[src/ptm_pkg.sv]
// Package: register map, field positions, reset values and modes of the periodic timer
package ptm_pkg;

   // ==============================================================
   // Register word offsets (byte addresses, one aligned word each)
   // ==============================================================
   localparam logic [5:0] PTM_OFS_CTRL0   = 6'h00; // Run and clock select
   localparam logic [5:0] PTM_OFS_CTRL1   = 6'h04; // Mode, action, level, invert, clear
   localparam logic [5:0] PTM_OFS_STATUS  = 6'h08; // Flags, write one to clear
   localparam logic [5:0] PTM_OFS_CNT_LO  = 6'h0c; // Counter bits 7..0, read only
   localparam logic [5:0] PTM_OFS_CNT_HI  = 6'h10; // Counter bits 9..8, read only
   localparam logic [5:0] PTM_OFS_CMPA_LO = 6'h14; // compare_a_value low byte
   localparam logic [5:0] PTM_OFS_CMPA_HI = 6'h18; // compare_a_value high byte
   localparam logic [5:0] PTM_OFS_CMPB_LO = 6'h1c; // compare_b_value low byte
   localparam logic [5:0] PTM_OFS_CMPB_HI = 6'h20; // compare_b_high_byte
   localparam logic [5:0] PTM_OFS_PER_LO  = 6'h24; // period_low_byte
   localparam logic [5:0] PTM_OFS_PER_HI  = 6'h28; // period_high_byte

   // ==============================================================
   // Field positions
   // ==============================================================
   localparam int PTM_BIT_RUN      = 0; // CTRL0: counter_run
   localparam int PTM_BIT_CLKDIV   = 1; // CTRL0: prescaler select, bits 3..1
   localparam int PTM_BIT_CLR      = 0; // CTRL1: clear_select
   localparam int PTM_BIT_INV      = 2; // CTRL1: output_invert
   localparam int PTM_BIT_INIT     = 3; // CTRL1: output_initial_level
   localparam int PTM_BIT_ACT      = 4; // CTRL1: output_action, bits 5..4
   localparam int PTM_BIT_MODE     = 6; // CTRL1: mode_select, bits 7..6
   localparam int PTM_BIT_FLAG_A   = 0; // STATUS: compare_a_flag
   localparam int PTM_BIT_FLAG_P   = 1; // STATUS: period_flag

   // ==============================================================
   // Reset values and constants
   // ==============================================================
   localparam logic [7:0] PTM_RST_BYTE  = 8'h00; // Every register after reset
   localparam logic [9:0] PTM_CNT_MAX   = 10'h3ff; // Counter wraps after this
   localparam logic [9:0] PTM_CNT_ZERO  = 10'h000;
   localparam logic [2:0] PTM_DIV_DFLT  = 3'h0;  // Timer clock = clk_i

   // ==============================================================
   // Modes and output actions
   // ==============================================================
   localparam logic [1:0] PTM_MODE_CMP  = 2'h0; // Compare match output
   localparam logic [1:0] PTM_MODE_CAP  = 2'h1; // Capture, not built here
   localparam logic [1:0] PTM_MODE_PWM  = 2'h2; // PWM or single pulse
   localparam logic [1:0] PTM_MODE_TMR  = 2'h3; // Timer/counter
   localparam logic [1:0] PTM_ACT_NONE  = 2'h0; // Compare: no change / PWM: inactive
   localparam logic [1:0] PTM_ACT_LOW   = 2'h1; // Compare: low / PWM: active
   localparam logic [1:0] PTM_ACT_HIGH  = 2'h2; // Compare: high / PWM: waveform
   localparam logic [1:0] PTM_ACT_TOG   = 2'h3; // Compare: toggle / single pulse

   typedef enum logic [1:0] {
      PTM_OP_CMP,
      PTM_OP_TMR,
      PTM_OP_PWM,
      PTM_OP_PULSE
   } ptm_op_e;

endpackage

[src/ptm_top.sv]
// Periodic timer: counter, comparators A and P, output modes, Wishbone registers
//
// Function
// - Mode field picks compare, timer, PWM, pulse
// - Clear-select low: P match or overflow clears
// - Clear-select high: A match clears, no P flag
// - Compare A zero: overflow at 3FF, no flag
// - Compare output changes only on A match or run rise
// - Run rising edge reloads initial output level
// - Timer mode counts like compare, no pin
// - PWM: P match clears, A sets duty
// - PWM period equals period value, zero 1024
// - Compare A at or above period: full duty
// - PWM raises A and P flags every match
// - PWM polarity, enable/force, invert controls apply
// - PWM counter runs while output forced
// - Pulse starts on run rise or clock edge
// - Pulse ends on run clear or A match
// - Pulse counter resets only on run rise
// - Period value split low and high byte
// - Compare B exists only in instance zero
// - Compare action codes: none, low, high, toggle
// - PWM action codes: inactive, active, PWM, pulse
//
// The Wishbone register port and the placing of the registers were decided locally.
`timescale 1ns/1ps
module ptm_top
   import ptm_pkg::*;
#(
   parameter int INSTANCE = 0  // Compare B register exists only in instance 0
)
(
   input  wire logic        clk_i,        // System clock, 100 MHz
   input  wire logic        rst_i,        // Synchronous reset, active high
   input  wire logic        wb_cyc_i,     // Wishbone cycle
   input  wire logic        wb_stb_i,     // Wishbone strobe
   input  wire logic        wb_we_i,      // Wishbone write enable
   input  wire logic [5:0]  wb_adr_i,     // Byte address
   input  wire logic [3:0]  wb_sel_i,     // Byte selects
   input  wire logic [31:0] wb_dat_i,     // Write data
   output logic [31:0]      wb_dat_o,     // Read data
   output logic             wb_ack_o,     // Acknowledge
   input  wire logic        ext_clk_i,    // external_clock_pin level
   output logic             pin_o,        // Timer output pin level
   output logic             pin_oe_o      // High while the timer drives the pin
);

   // ==============================================================
   // Register state
   // ==============================================================
   logic       run;         // counter_run
   logic [2:0] clk_div;     // Timer clock select
   logic [7:0] ctrl1;       // Mode, action, level, invert, clear
   logic       flag_a;      // compare_a_flag
   logic       flag_p;      // period_flag
   logic [9:0] cmp_a;       // compare_a_value
   logic [9:0] cmp_b;       // compare_b_value
   logic [9:0] period;      // period_value
   logic       next_run;
   logic [2:0] next_clk_div;
   logic [7:0] next_ctrl1;
   logic       next_flag_a;
   logic       next_flag_p;
   logic [9:0] next_cmp_a;
   logic [9:0] next_cmp_b;
   logic [9:0] next_period;

   // ==============================================================
   // Timer state
   // ==============================================================
   logic [9:0] cnt;         // 10-bit counter
   logic       run_d;       // Run level one cycle ago
   logic       ext_d;       // External pin level one cycle ago
   logic       out_lvl;     // Compare mode output latch
   logic       ack;         // Registered acknowledge
   logic [31:0] rdata;      // Registered read data
   logic [9:0] next_cnt;
   logic       next_out_lvl;
   logic       next_ack;
   logic [31:0] next_rdata;

   // Decoded control fields
   logic       clr_sel;
   logic       inv;
   logic       init_lvl;
   logic [1:0] act;
   logic [1:0] mode;
   ptm_op_e    op;          // Effective operating mode
   logic       tick;        // Timer clock enable
   logic       run_rise;    // Run went low to high this cycle
   logic       ext_rise;    // Active edge on the external clock pin
   logic       match_a;     // Comparator A match on this tick
   logic       match_p;     // Comparator P match on this tick
   logic       wr;          // Bus write strobe
   logic       rd_hit;      // Address maps to a register

   assign clr_sel  = ctrl1[PTM_BIT_CLR];
   assign inv      = ctrl1[PTM_BIT_INV];
   assign init_lvl = ctrl1[PTM_BIT_INIT];
   assign act      = ctrl1[PTM_BIT_ACT +: 2];
   assign mode     = ctrl1[PTM_BIT_MODE +: 2];
   assign run_rise = run & ~run_d;
   assign ext_rise = ext_clk_i & ~ext_d;
   assign wr       = wb_cyc_i & wb_stb_i & wb_we_i & ~ack & wb_sel_i[0];

   // Widen a byte register into the read word; upper bits read zero
   function automatic logic [31:0] ptm_byte(input logic [7:0] b);
      ptm_byte = {24'h000000, b};
   endfunction

   // ==============================================================
   // Timer clock enable
   // ==============================================================
   ptm_tick u_tick (
      .clk_i  (clk_i),
      .rst_i  (rst_i),
      .sel_i  (clk_div),
      .tick_o (tick)
   );

   // ==============================================================
   // Mode decode
   // ==============================================================
   // Pulse: PWM mode, action at pulse code
   always_comb begin
      unique case (mode)
         PTM_MODE_CMP: op = PTM_OP_CMP;
         PTM_MODE_TMR: op = PTM_OP_TMR;
         PTM_MODE_PWM: op = (act == PTM_ACT_TOG) ? PTM_OP_PULSE : PTM_OP_PWM;
         default:      op = PTM_OP_TMR; // Capture not built: count only, no pin
      endcase
   end

   // ==============================================================
   // Comparators
   // ==============================================================
   // Match on the count being left; PWM P
   // matches one early so the period is exact
   // No match in the run-rise cycle: a stale
   // count from the last run must not fire
   always_comb begin
      match_a = run & ~run_rise & tick & (cnt == cmp_a);
      match_p = run & ~run_rise & tick & (period != PTM_CNT_ZERO)
              & (((op == PTM_OP_PWM) ? cnt + 10'h001 : cnt) == period);
      // Zero compare A only rolls over
      if (op != PTM_OP_PWM && cmp_a == PTM_CNT_ZERO) begin
         match_a = 1'b0;
      end
   end

   // ==============================================================
   // Counter and output latch
   // ==============================================================
   always_comb begin
      next_cnt     = cnt;
      next_out_lvl = out_lvl;
      if (run_rise) begin
         next_cnt     = PTM_CNT_ZERO;
         next_out_lvl = init_lvl;
      end else if (run && tick) begin
         next_cnt = cnt + 10'h001;
         unique case (op)
            PTM_OP_CMP, PTM_OP_TMR: begin
               // Clear source follows clear_select; both roll over at 3FF
               if (clr_sel ? match_a : match_p) begin
                  next_cnt = PTM_CNT_ZERO;
               end
            end
            PTM_OP_PWM: begin
               // Period match clears; a zero period rolls over after 1024
               if (match_p) begin
                  next_cnt = PTM_CNT_ZERO;
               end
            end
            PTM_OP_PULSE: begin
               // Period and clear_select play no part here
               next_cnt = cnt + 10'h001;
            end
         endcase
         if (op == PTM_OP_CMP && match_a) begin
            unique case (act)
               PTM_ACT_NONE: next_out_lvl = out_lvl;
               PTM_ACT_LOW:  next_out_lvl = 1'b0;
               PTM_ACT_HIGH: next_out_lvl = 1'b1;
               PTM_ACT_TOG:  next_out_lvl = ~out_lvl;
            endcase
         end
      end
   end

   // ==============================================================
   // Output pin
   // ==============================================================
   // PWM active while count below compare A;
   // pulse active while run is high
   always_comb begin
      logic pwm_on;
      logic [10:0] per_len;
      pwm_on  = 1'b0;
      per_len = (period == PTM_CNT_ZERO) ? 11'h400 : {1'b0, period};
      pin_o    = 1'b0;
      pin_oe_o = 1'b1;
      unique case (op)
         PTM_OP_CMP: pin_o = out_lvl ^ inv;
         PTM_OP_TMR: begin
            pin_o    = 1'b0;
            pin_oe_o = 1'b0;
         end
         PTM_OP_PWM: begin
            pwm_on = ({1'b0, cmp_a} >= per_len) | (cnt < cmp_a);
            unique case (act)
               PTM_ACT_NONE: pin_o = ~init_lvl ^ inv;
               PTM_ACT_LOW:  pin_o = init_lvl ^ inv;
               default:      pin_o = (pwm_on ? init_lvl : ~init_lvl) ^ inv;
            endcase
         end
         PTM_OP_PULSE: pin_o = (run ? init_lvl : ~init_lvl) ^ inv;
      endcase
   end

   // ==============================================================
   // Registers: next values
   // ==============================================================
   // A hardware set beats a same-cycle software clear
   always_comb begin
      next_run     = run;
      next_clk_div = clk_div;
      next_ctrl1   = ctrl1;
      next_flag_a  = flag_a;
      next_flag_p  = flag_p;
      next_cmp_a   = cmp_a;
      next_cmp_b   = cmp_b;
      next_period  = period;
      if (wr) begin
         unique case (wb_adr_i)
            PTM_OFS_CTRL0: begin
               next_run     = wb_dat_i[PTM_BIT_RUN];
               next_clk_div = wb_dat_i[PTM_BIT_CLKDIV +: 3];
            end
            PTM_OFS_CTRL1:   next_ctrl1 = wb_dat_i[7:0];
            PTM_OFS_STATUS: begin
               next_flag_a = flag_a & ~wb_dat_i[PTM_BIT_FLAG_A];
               next_flag_p = flag_p & ~wb_dat_i[PTM_BIT_FLAG_P];
            end
            PTM_OFS_CMPA_LO: next_cmp_a[7:0] = wb_dat_i[7:0];
            PTM_OFS_CMPA_HI: next_cmp_a[9:8] = wb_dat_i[1:0];
            PTM_OFS_CMPB_LO: if (INSTANCE == 0) next_cmp_b[7:0] = wb_dat_i[7:0];
            PTM_OFS_CMPB_HI: if (INSTANCE == 0) next_cmp_b[9:8] = wb_dat_i[1:0];
            PTM_OFS_PER_LO:  next_period[7:0] = wb_dat_i[7:0];
            PTM_OFS_PER_HI:  next_period[9:8] = wb_dat_i[1:0];
            default: ;
         endcase
      end
      // Single pulse: an external edge sets run, a compare A match clears it
      if (op == PTM_OP_PULSE && ext_rise) begin
         next_run = 1'b1;
      end
      if (op == PTM_OP_PULSE && match_a) begin
         next_run = 1'b0;
      end
      // P flag in compare/timer only when A is not the clear source
      if (match_a) begin
         next_flag_a = 1'b1;
      end
      if (match_p && !(op != PTM_OP_PWM && clr_sel) && op != PTM_OP_PULSE) begin
         next_flag_p = 1'b1;
      end
   end

   // ==============================================================
   // Bus read and acknowledge
   // ==============================================================
   // Ack one cycle after the strobe, one cycle long
   always_comb begin
      rd_hit     = 1'b1;
      next_rdata = 32'h00000000;
      unique case (wb_adr_i)
         PTM_OFS_CTRL0:   next_rdata = ptm_byte({4'h0, clk_div, run});
         PTM_OFS_CTRL1:   next_rdata = ptm_byte(ctrl1);
         PTM_OFS_STATUS:  next_rdata = ptm_byte({6'h00, flag_p, flag_a});
         PTM_OFS_CNT_LO:  next_rdata = ptm_byte(cnt[7:0]);
         PTM_OFS_CNT_HI:  next_rdata = ptm_byte({6'h00, cnt[9:8]});
         PTM_OFS_CMPA_LO: next_rdata = ptm_byte(cmp_a[7:0]);
         PTM_OFS_CMPA_HI: next_rdata = ptm_byte({6'h00, cmp_a[9:8]});
         PTM_OFS_CMPB_LO: next_rdata = ptm_byte(cmp_b[7:0]);
         PTM_OFS_CMPB_HI: next_rdata = ptm_byte({6'h00, cmp_b[9:8]});
         PTM_OFS_PER_LO:  next_rdata = ptm_byte(period[7:0]);
         PTM_OFS_PER_HI:  next_rdata = ptm_byte({6'h00, period[9:8]});
         default:         rd_hit = 1'b0; // Unmapped reads zero, still acked
      endcase
      next_ack = wb_cyc_i & wb_stb_i & ~ack;
   end

   // ==============================================================
   // State registers
   // ==============================================================
   always_ff @(posedge clk_i) begin
      if (rst_i) begin
         run      <= 1'b0;
         clk_div  <= PTM_DIV_DFLT;
         ctrl1    <= PTM_RST_BYTE;
         flag_a   <= 1'b0;
         flag_p   <= 1'b0;
         cmp_a    <= PTM_CNT_ZERO;
         cmp_b    <= PTM_CNT_ZERO;
         period   <= PTM_CNT_ZERO;
         cnt      <= PTM_CNT_ZERO;
         run_d    <= 1'b0;
         ext_d    <= 1'b0;
         out_lvl  <= 1'b0;
         ack      <= 1'b0;
         rdata    <= 32'h00000000;
      end else begin
         run      <= next_run;
         clk_div  <= next_clk_div;
         ctrl1    <= next_ctrl1;
         flag_a   <= next_flag_a;
         flag_p   <= next_flag_p;
         cmp_a    <= next_cmp_a;
         cmp_b    <= next_cmp_b;
         period   <= next_period;
         cnt      <= next_cnt;
         run_d    <= run;
         ext_d    <= ext_clk_i;
         out_lvl  <= next_out_lvl;
         ack      <= next_ack;
         rdata    <= rd_hit ? next_rdata : 32'h00000000;
      end
   end

   assign wb_ack_o = ack;
   assign wb_dat_o = rdata;

endmodule

[src/ptm_tick.sv]
// Timer clock enable divider: one-cycle tick at clk_i / 2^sel
`timescale 1ns/1ps
module ptm_tick
   import ptm_pkg::*;
(
   input  wire logic       clk_i,   // System clock
   input  wire logic       rst_i,   // Synchronous reset
   input  wire logic [2:0] sel_i,   // Divide by 2^sel
   output logic            tick_o   // One-cycle timer clock enable
);

   logic [6:0] div;       // Free running prescaler
   logic [6:0] next_div;  // Next prescaler value

   // ==============================================================
   // Prescaler
   // ==============================================================
   // Next prescaler count
   always_comb begin
      next_div = div + 7'h01;
   end

   // Register the prescaler
   always_ff @(posedge clk_i) begin
      if (rst_i) begin
         div <= 7'h00;
      end else begin
         div <= next_div;
      end
   end

   // Tick when the low sel bits are all ones
   always_comb begin
      tick_o = ((div & ((7'h01 << sel_i) - 7'h01)) == ((7'h01 << sel_i) - 7'h01));
   end

endmodule

[config.mk]
export PLATFORM = sky130hd
export DESIGN_NAME = ptm_top
export DESIGN_NICKNAME = d
export VERILOG_FILES = /design/src/ptm_pkg.sv /design/src/ptm_top.sv /design/src/ptm_tick.sv
export SDC_FILE = /design/constraint.sdc
export NUM_CORES = 1
export LEC_CHECK = 0
export ABC_AREA = 1
export BUFFER_PORTS_ARGS = -buffer_cell sky130_fd_sc_hd__buf_2
export CAP_MARGIN = 20
export CORE_ASPECT_RATIO = 0.6
export CORE_MARGIN = 1.5
export CORE_UTILIZATION = 55
export DETAILED_ROUTE_END_ITERATION = 10
export PLACE_DENSITY_LB_ADDON = 0.3
export REMOVE_ABC_BUFFERS = 1
export SYNTH_ARGS = -nofsm -noshare
export SYNTH_HDL_FRONTEND = slang
export SYNTH_SLANG_ARGS = --single-unit
export TNS_END_PERCENT = 100
[constraint.sdc]
create_clock -name clk_i -period 2.8 [get_ports clk_i]
set_input_delay 0.42 -clock clk_i [delete_from_list [all_inputs] [get_ports clk_i]]
set_output_delay 0.42 -clock clk_i [all_outputs]
set_load 0.05 [all_outputs]
==> results.md <==
| Item | Value |
| --- | --- |
| Number of flops mapped to enable cells by yosys | 0 |
| Largest fanout on the critical path | 4 |
| Wire length of the first global-routing pass | 23200 um |
| Number of nets in the layout | 814 |
| Initial detailed-routing violation count | 661 |
| Number of clock sinks seen by CTS | 73 |
| Area share of the leading cell type in the synthesized netlist | 31.6% |
| HPWL after detailed placement | 11300 um |
| Wire length per cell after detailed routing | 18.1 um |
| Die X | 121 um |
| Finished Layout Cells | 855 |
| Fin Clk Skew | 4.49 ps |
| Remaining antenna violation count after routing | 0 |
| Startpoint type of the worst setup path | flop |
| Clock transition time at the flip-flop clock pins of the worst setup and hold paths | 60 ps |
| Total I/O pin count | 83 |
| Count of synthesis-stage warnings from yosys | 0 |
| Unrepaired setup endpoints after global routing | yes |
| Crit path max-delay family | simple AND/OR/NAND/NOR gates |
| Row Count | 25 |
| Detailed-route wire length | 15400 um |
| Post-synthesis cell area | 4630 um^2 |
| Compound-cell area share of the yosys netlist | 19.0% |
| Largest family of logic cells by synthesized area | simple AND/OR/NAND/NOR gates |
| Clock root cell | sky130_fd_sc_hd__clkbuf_16 |
| Ranking of synthesized cells by area | sky130_fd_sc_hd__dfxtp_1, sky130_fd_sc_hd__nand2_1, sky130_fd_sc_hd__a21oi_1, sky130_fd_sc_hd__inv_1, sky130_fd_sc_hd__nor2_1 |
| Number of max-cap violations | 0 |
| Number of register bits inferred by synthesis | 73 |
| Number of buffers created by CTS | 9 |
| Critical path's largest stage delay | 440 ps |
| Outcome | finished with violations |
| Placeable core area | 8010 um^2 |
| Overall fraction of global-route tracks in use | 34.0% |
| Most used flip-flop cell after synthesis | sky130_fd_sc_hd__dfxtp_1 |
| Data required time of the worst path | 2380 ps |
| Congestion Overflow GR | 0 |
| Final hold slack | 300 ps |
| Area share of and/or/nand/nor cells after synthesis | 29.1% |
| Cell type with the highest occurrence count on the critical path | sky130_fd_sc_hd__nor2_2 |
| Number of fill cells in the layout | 666 |
| Power, Total | 0.00239 W |
| Placer congestion estimate | 0.977 |
| Number of buffer cells added on primary ports | 31 |
| Worst setup path category | reg2out |
| Area Overhead vs Synth | 20.5% |
| CP Buf/Inv Count | 2 |
| Sequential Area | 1510 um^2 |
| Multi-input logic area | 2900 um^2 |
| Count of final hold-check violations | 0 |
| P per Cell Area | 428 nW/um^2 |
| Vias per cell | 6.06 |
| First-pass detailed-route iteration total | 5 |
| Number of H-tree levels | 3 |
| Vias after detailed routing | 5184 |
| Sequential cell area fraction in the yosys report | 31.6% |
| Layout Utilization | 69.6% |
| Library cell with the largest summed area after synthesis | sky130_fd_sc_hd__dfxtp_1 |
| Full die area | 8990 um^2 |
| Number of hold buffers added after cts | 0 |
| Antenna violations before repair | 0 |
| Vertical extent of the die | 74.0 um |
| Worst path cell trace | inv_2 > nand4_1 > nor2_2 > nor2_2 > nand2_1 > nor2_2 > nor2_2 > nand4_1 > nand2_1 > nand2_1 > nand3_2 > nand3_2 > nand2_2 > nor2_4 > buf_8 |
| Setup violation total in the final timing report | 1 |
| Cell count after synthesis | 691 |
| Share of the synthesized netlist area taken by xor and xnor gates | 0.379% |
| Maximum resistive drop on vdd | 343 uV |
| Post-synthesis share of cell area spent on full adders, half adders and majority gates | 6.22% |
| Maximum buffer depth of the clock tree | 2 |
| Lkg Pwr | 2.33 nW |
| Share of the clock period used by the worst path after layout | 102% |
| Count of placed standard cells including taps | 831 |
| Final-report max-slew violation count | 0 |
| Worst Setup Slack post-DPL | 203 ps |
| Initial core utilization | 57.8% |
| Mapped Avg Cell Area | 6.70 um^2 |
| N_diodes | 0 |
| Clock tree from TritonCTS | yes |
| Fraction of synthesized area in multiplexers | 0% |
| Kind of end point of the critical path | primary output |
| Detailed-route DRC error count | 0 |
| Via count of the first global-routing pass | 4453 |
| Fraction of registers with async set or reset after synthesis | 0% |
| FMAX | 0.351 GHz |
| Pin count of the biggest net entering global routing | 24 |
| Layout cells sized above 1 | 23.6% |
| Clock network latency to the later pin of the worst-skew pair | 340 ps |
| Post-route worst setup slack | -45.8 ps |
| Cell with the biggest individual delay on the critical path | sky130_fd_sc_hd__dfxtp_1 |
| Kind of path behind the tightest hold check | in2reg |
| Distinct cell type count of the synthesized netlist | 41 |
| Violations in the final reports | negative setup slack |
| Final period demand of the worst path | 2850 ps |
| CP Data Arrival Time | 2430 ps |
| Synth cell count leaders | sky130_fd_sc_hd__nand2_1, sky130_fd_sc_hd__inv_1, sky130_fd_sc_hd__nor2_1 |
| Cell with the most instances after synthesis | sky130_fd_sc_hd__nand2_1 |
[worst min-delay path: cells and delay by family]
family	cells	cell delay (ps)
buffers and inverters	2	120
and+or+nand+nor	1	70
[metrics by stage]
step / instance area [um^2] / setup TNS (ps)
after global routing: 5580 / -172
final: 5580 / -45.8
after floorplan: 4450 / 0
after CTS: 5210 / 0
after global placement: 4870 / 0
after detailed placement: 4870 / 0
[final cells by class]
cell class / count / share of cell area (%)
multi-input combinational: 504 / 52.0
sequential: 73 / 27.0
inverter: 97 / 6.71
timing repair buffer: 58 / 6.60
clock buffer: 10 / 4.29
tap: 108 / 2.42
clock inverter: 5 / 1.01
[flip-flops by register name, indices dropped and copies added, names as in the netlist, 3 cells and up]
| register | cells |
|---|---|
| period | 10 |
| ctrl1 | 8 |
| wb_dat_o | 8 |
| cmp_a | 10 |
| u_tick.div | 7 |
| cmp_b | 10 |
| cnt | 10 |
| clk_div | 3 |
[worst paths after layout]
check | startpoint | to | slack [ps] | depth (start not counted)
worst max-delay path | period[0]$_SDFFE_PP0P_ | pin_o | -50 | 15
worst min-delay path | ext_clk_i | ext_d$_SDFF_PP0_ | 300 | 3
worst max register to register | ctrl1[4]$_SDFFE_PP0P_ | cnt[6]$_SDFFE_PP0P_ | 80 | 16
worst min register to register | wb_ack_o$_SDFF_PP0_ | wb_ack_o$_SDFF_PP0_ | 450 | 1
[power by group]
part / switching (W) / internal, W / total, W
sequential: 0.00000513 / 0.00104 / 0.00104
clock: 0.000470 / 0.000708 / 0.00118
combinational: 0.000137 / 0.0000290 / 0.000166
[cell families (layout without fill, tap and decap cells)]
kind of cell / count (synthesis) / after routing
xor+xnor: 2 / 2
fa+ha+maj: 23 / 23
compound gates: 158 / 158
flops: 73 / 73
other cells: 1 / 24
buf+inv: 137 / 170
simple gates: 297 / 297
[cell usage in the layout (no fill, tap or decap), drive strengths merged, types with 2 or more instances in the layout]
cell    netlist  routed
a221oi        9       9
o21ai        55      55
conb          1      24
ha           23      23
dfxtp        73      73
nor3          8       8
nand3        51      51
a22oi         3       3
xor2          2       2
clkbuf        8      10
inv          97      97
a21oi        71      71
clkinv        0       3
o211ai        6       6
nor2         92      92
a31oi         2       2
buf          32      58
nand2       127     127
o22ai         7       7
nor4          2       2
nand4        15      15
[per-layer routing]
| layer | vias to the layer above | global-route usage, % | wire, um |
|---|---|---|---|
| li1 | 2355 | - | - |
| met1 | 2408 | 49.3 | 6590 |
| met2 | 386 | 49.7 | 6340 |
| met3 | 35 | 9.74 | 2260 |
| met4 | 0 | 8.37 | 244 |
| met5 | - | 0 | 0 |
[what timing repair did]
item,CTS,global route
endpoints found under the setup margin,1,1
resized for setup,15,81
pin swaps,2,25
gates cloned,0,0
buffers inserted,0,9
Power figures use the tool's default switching activity.
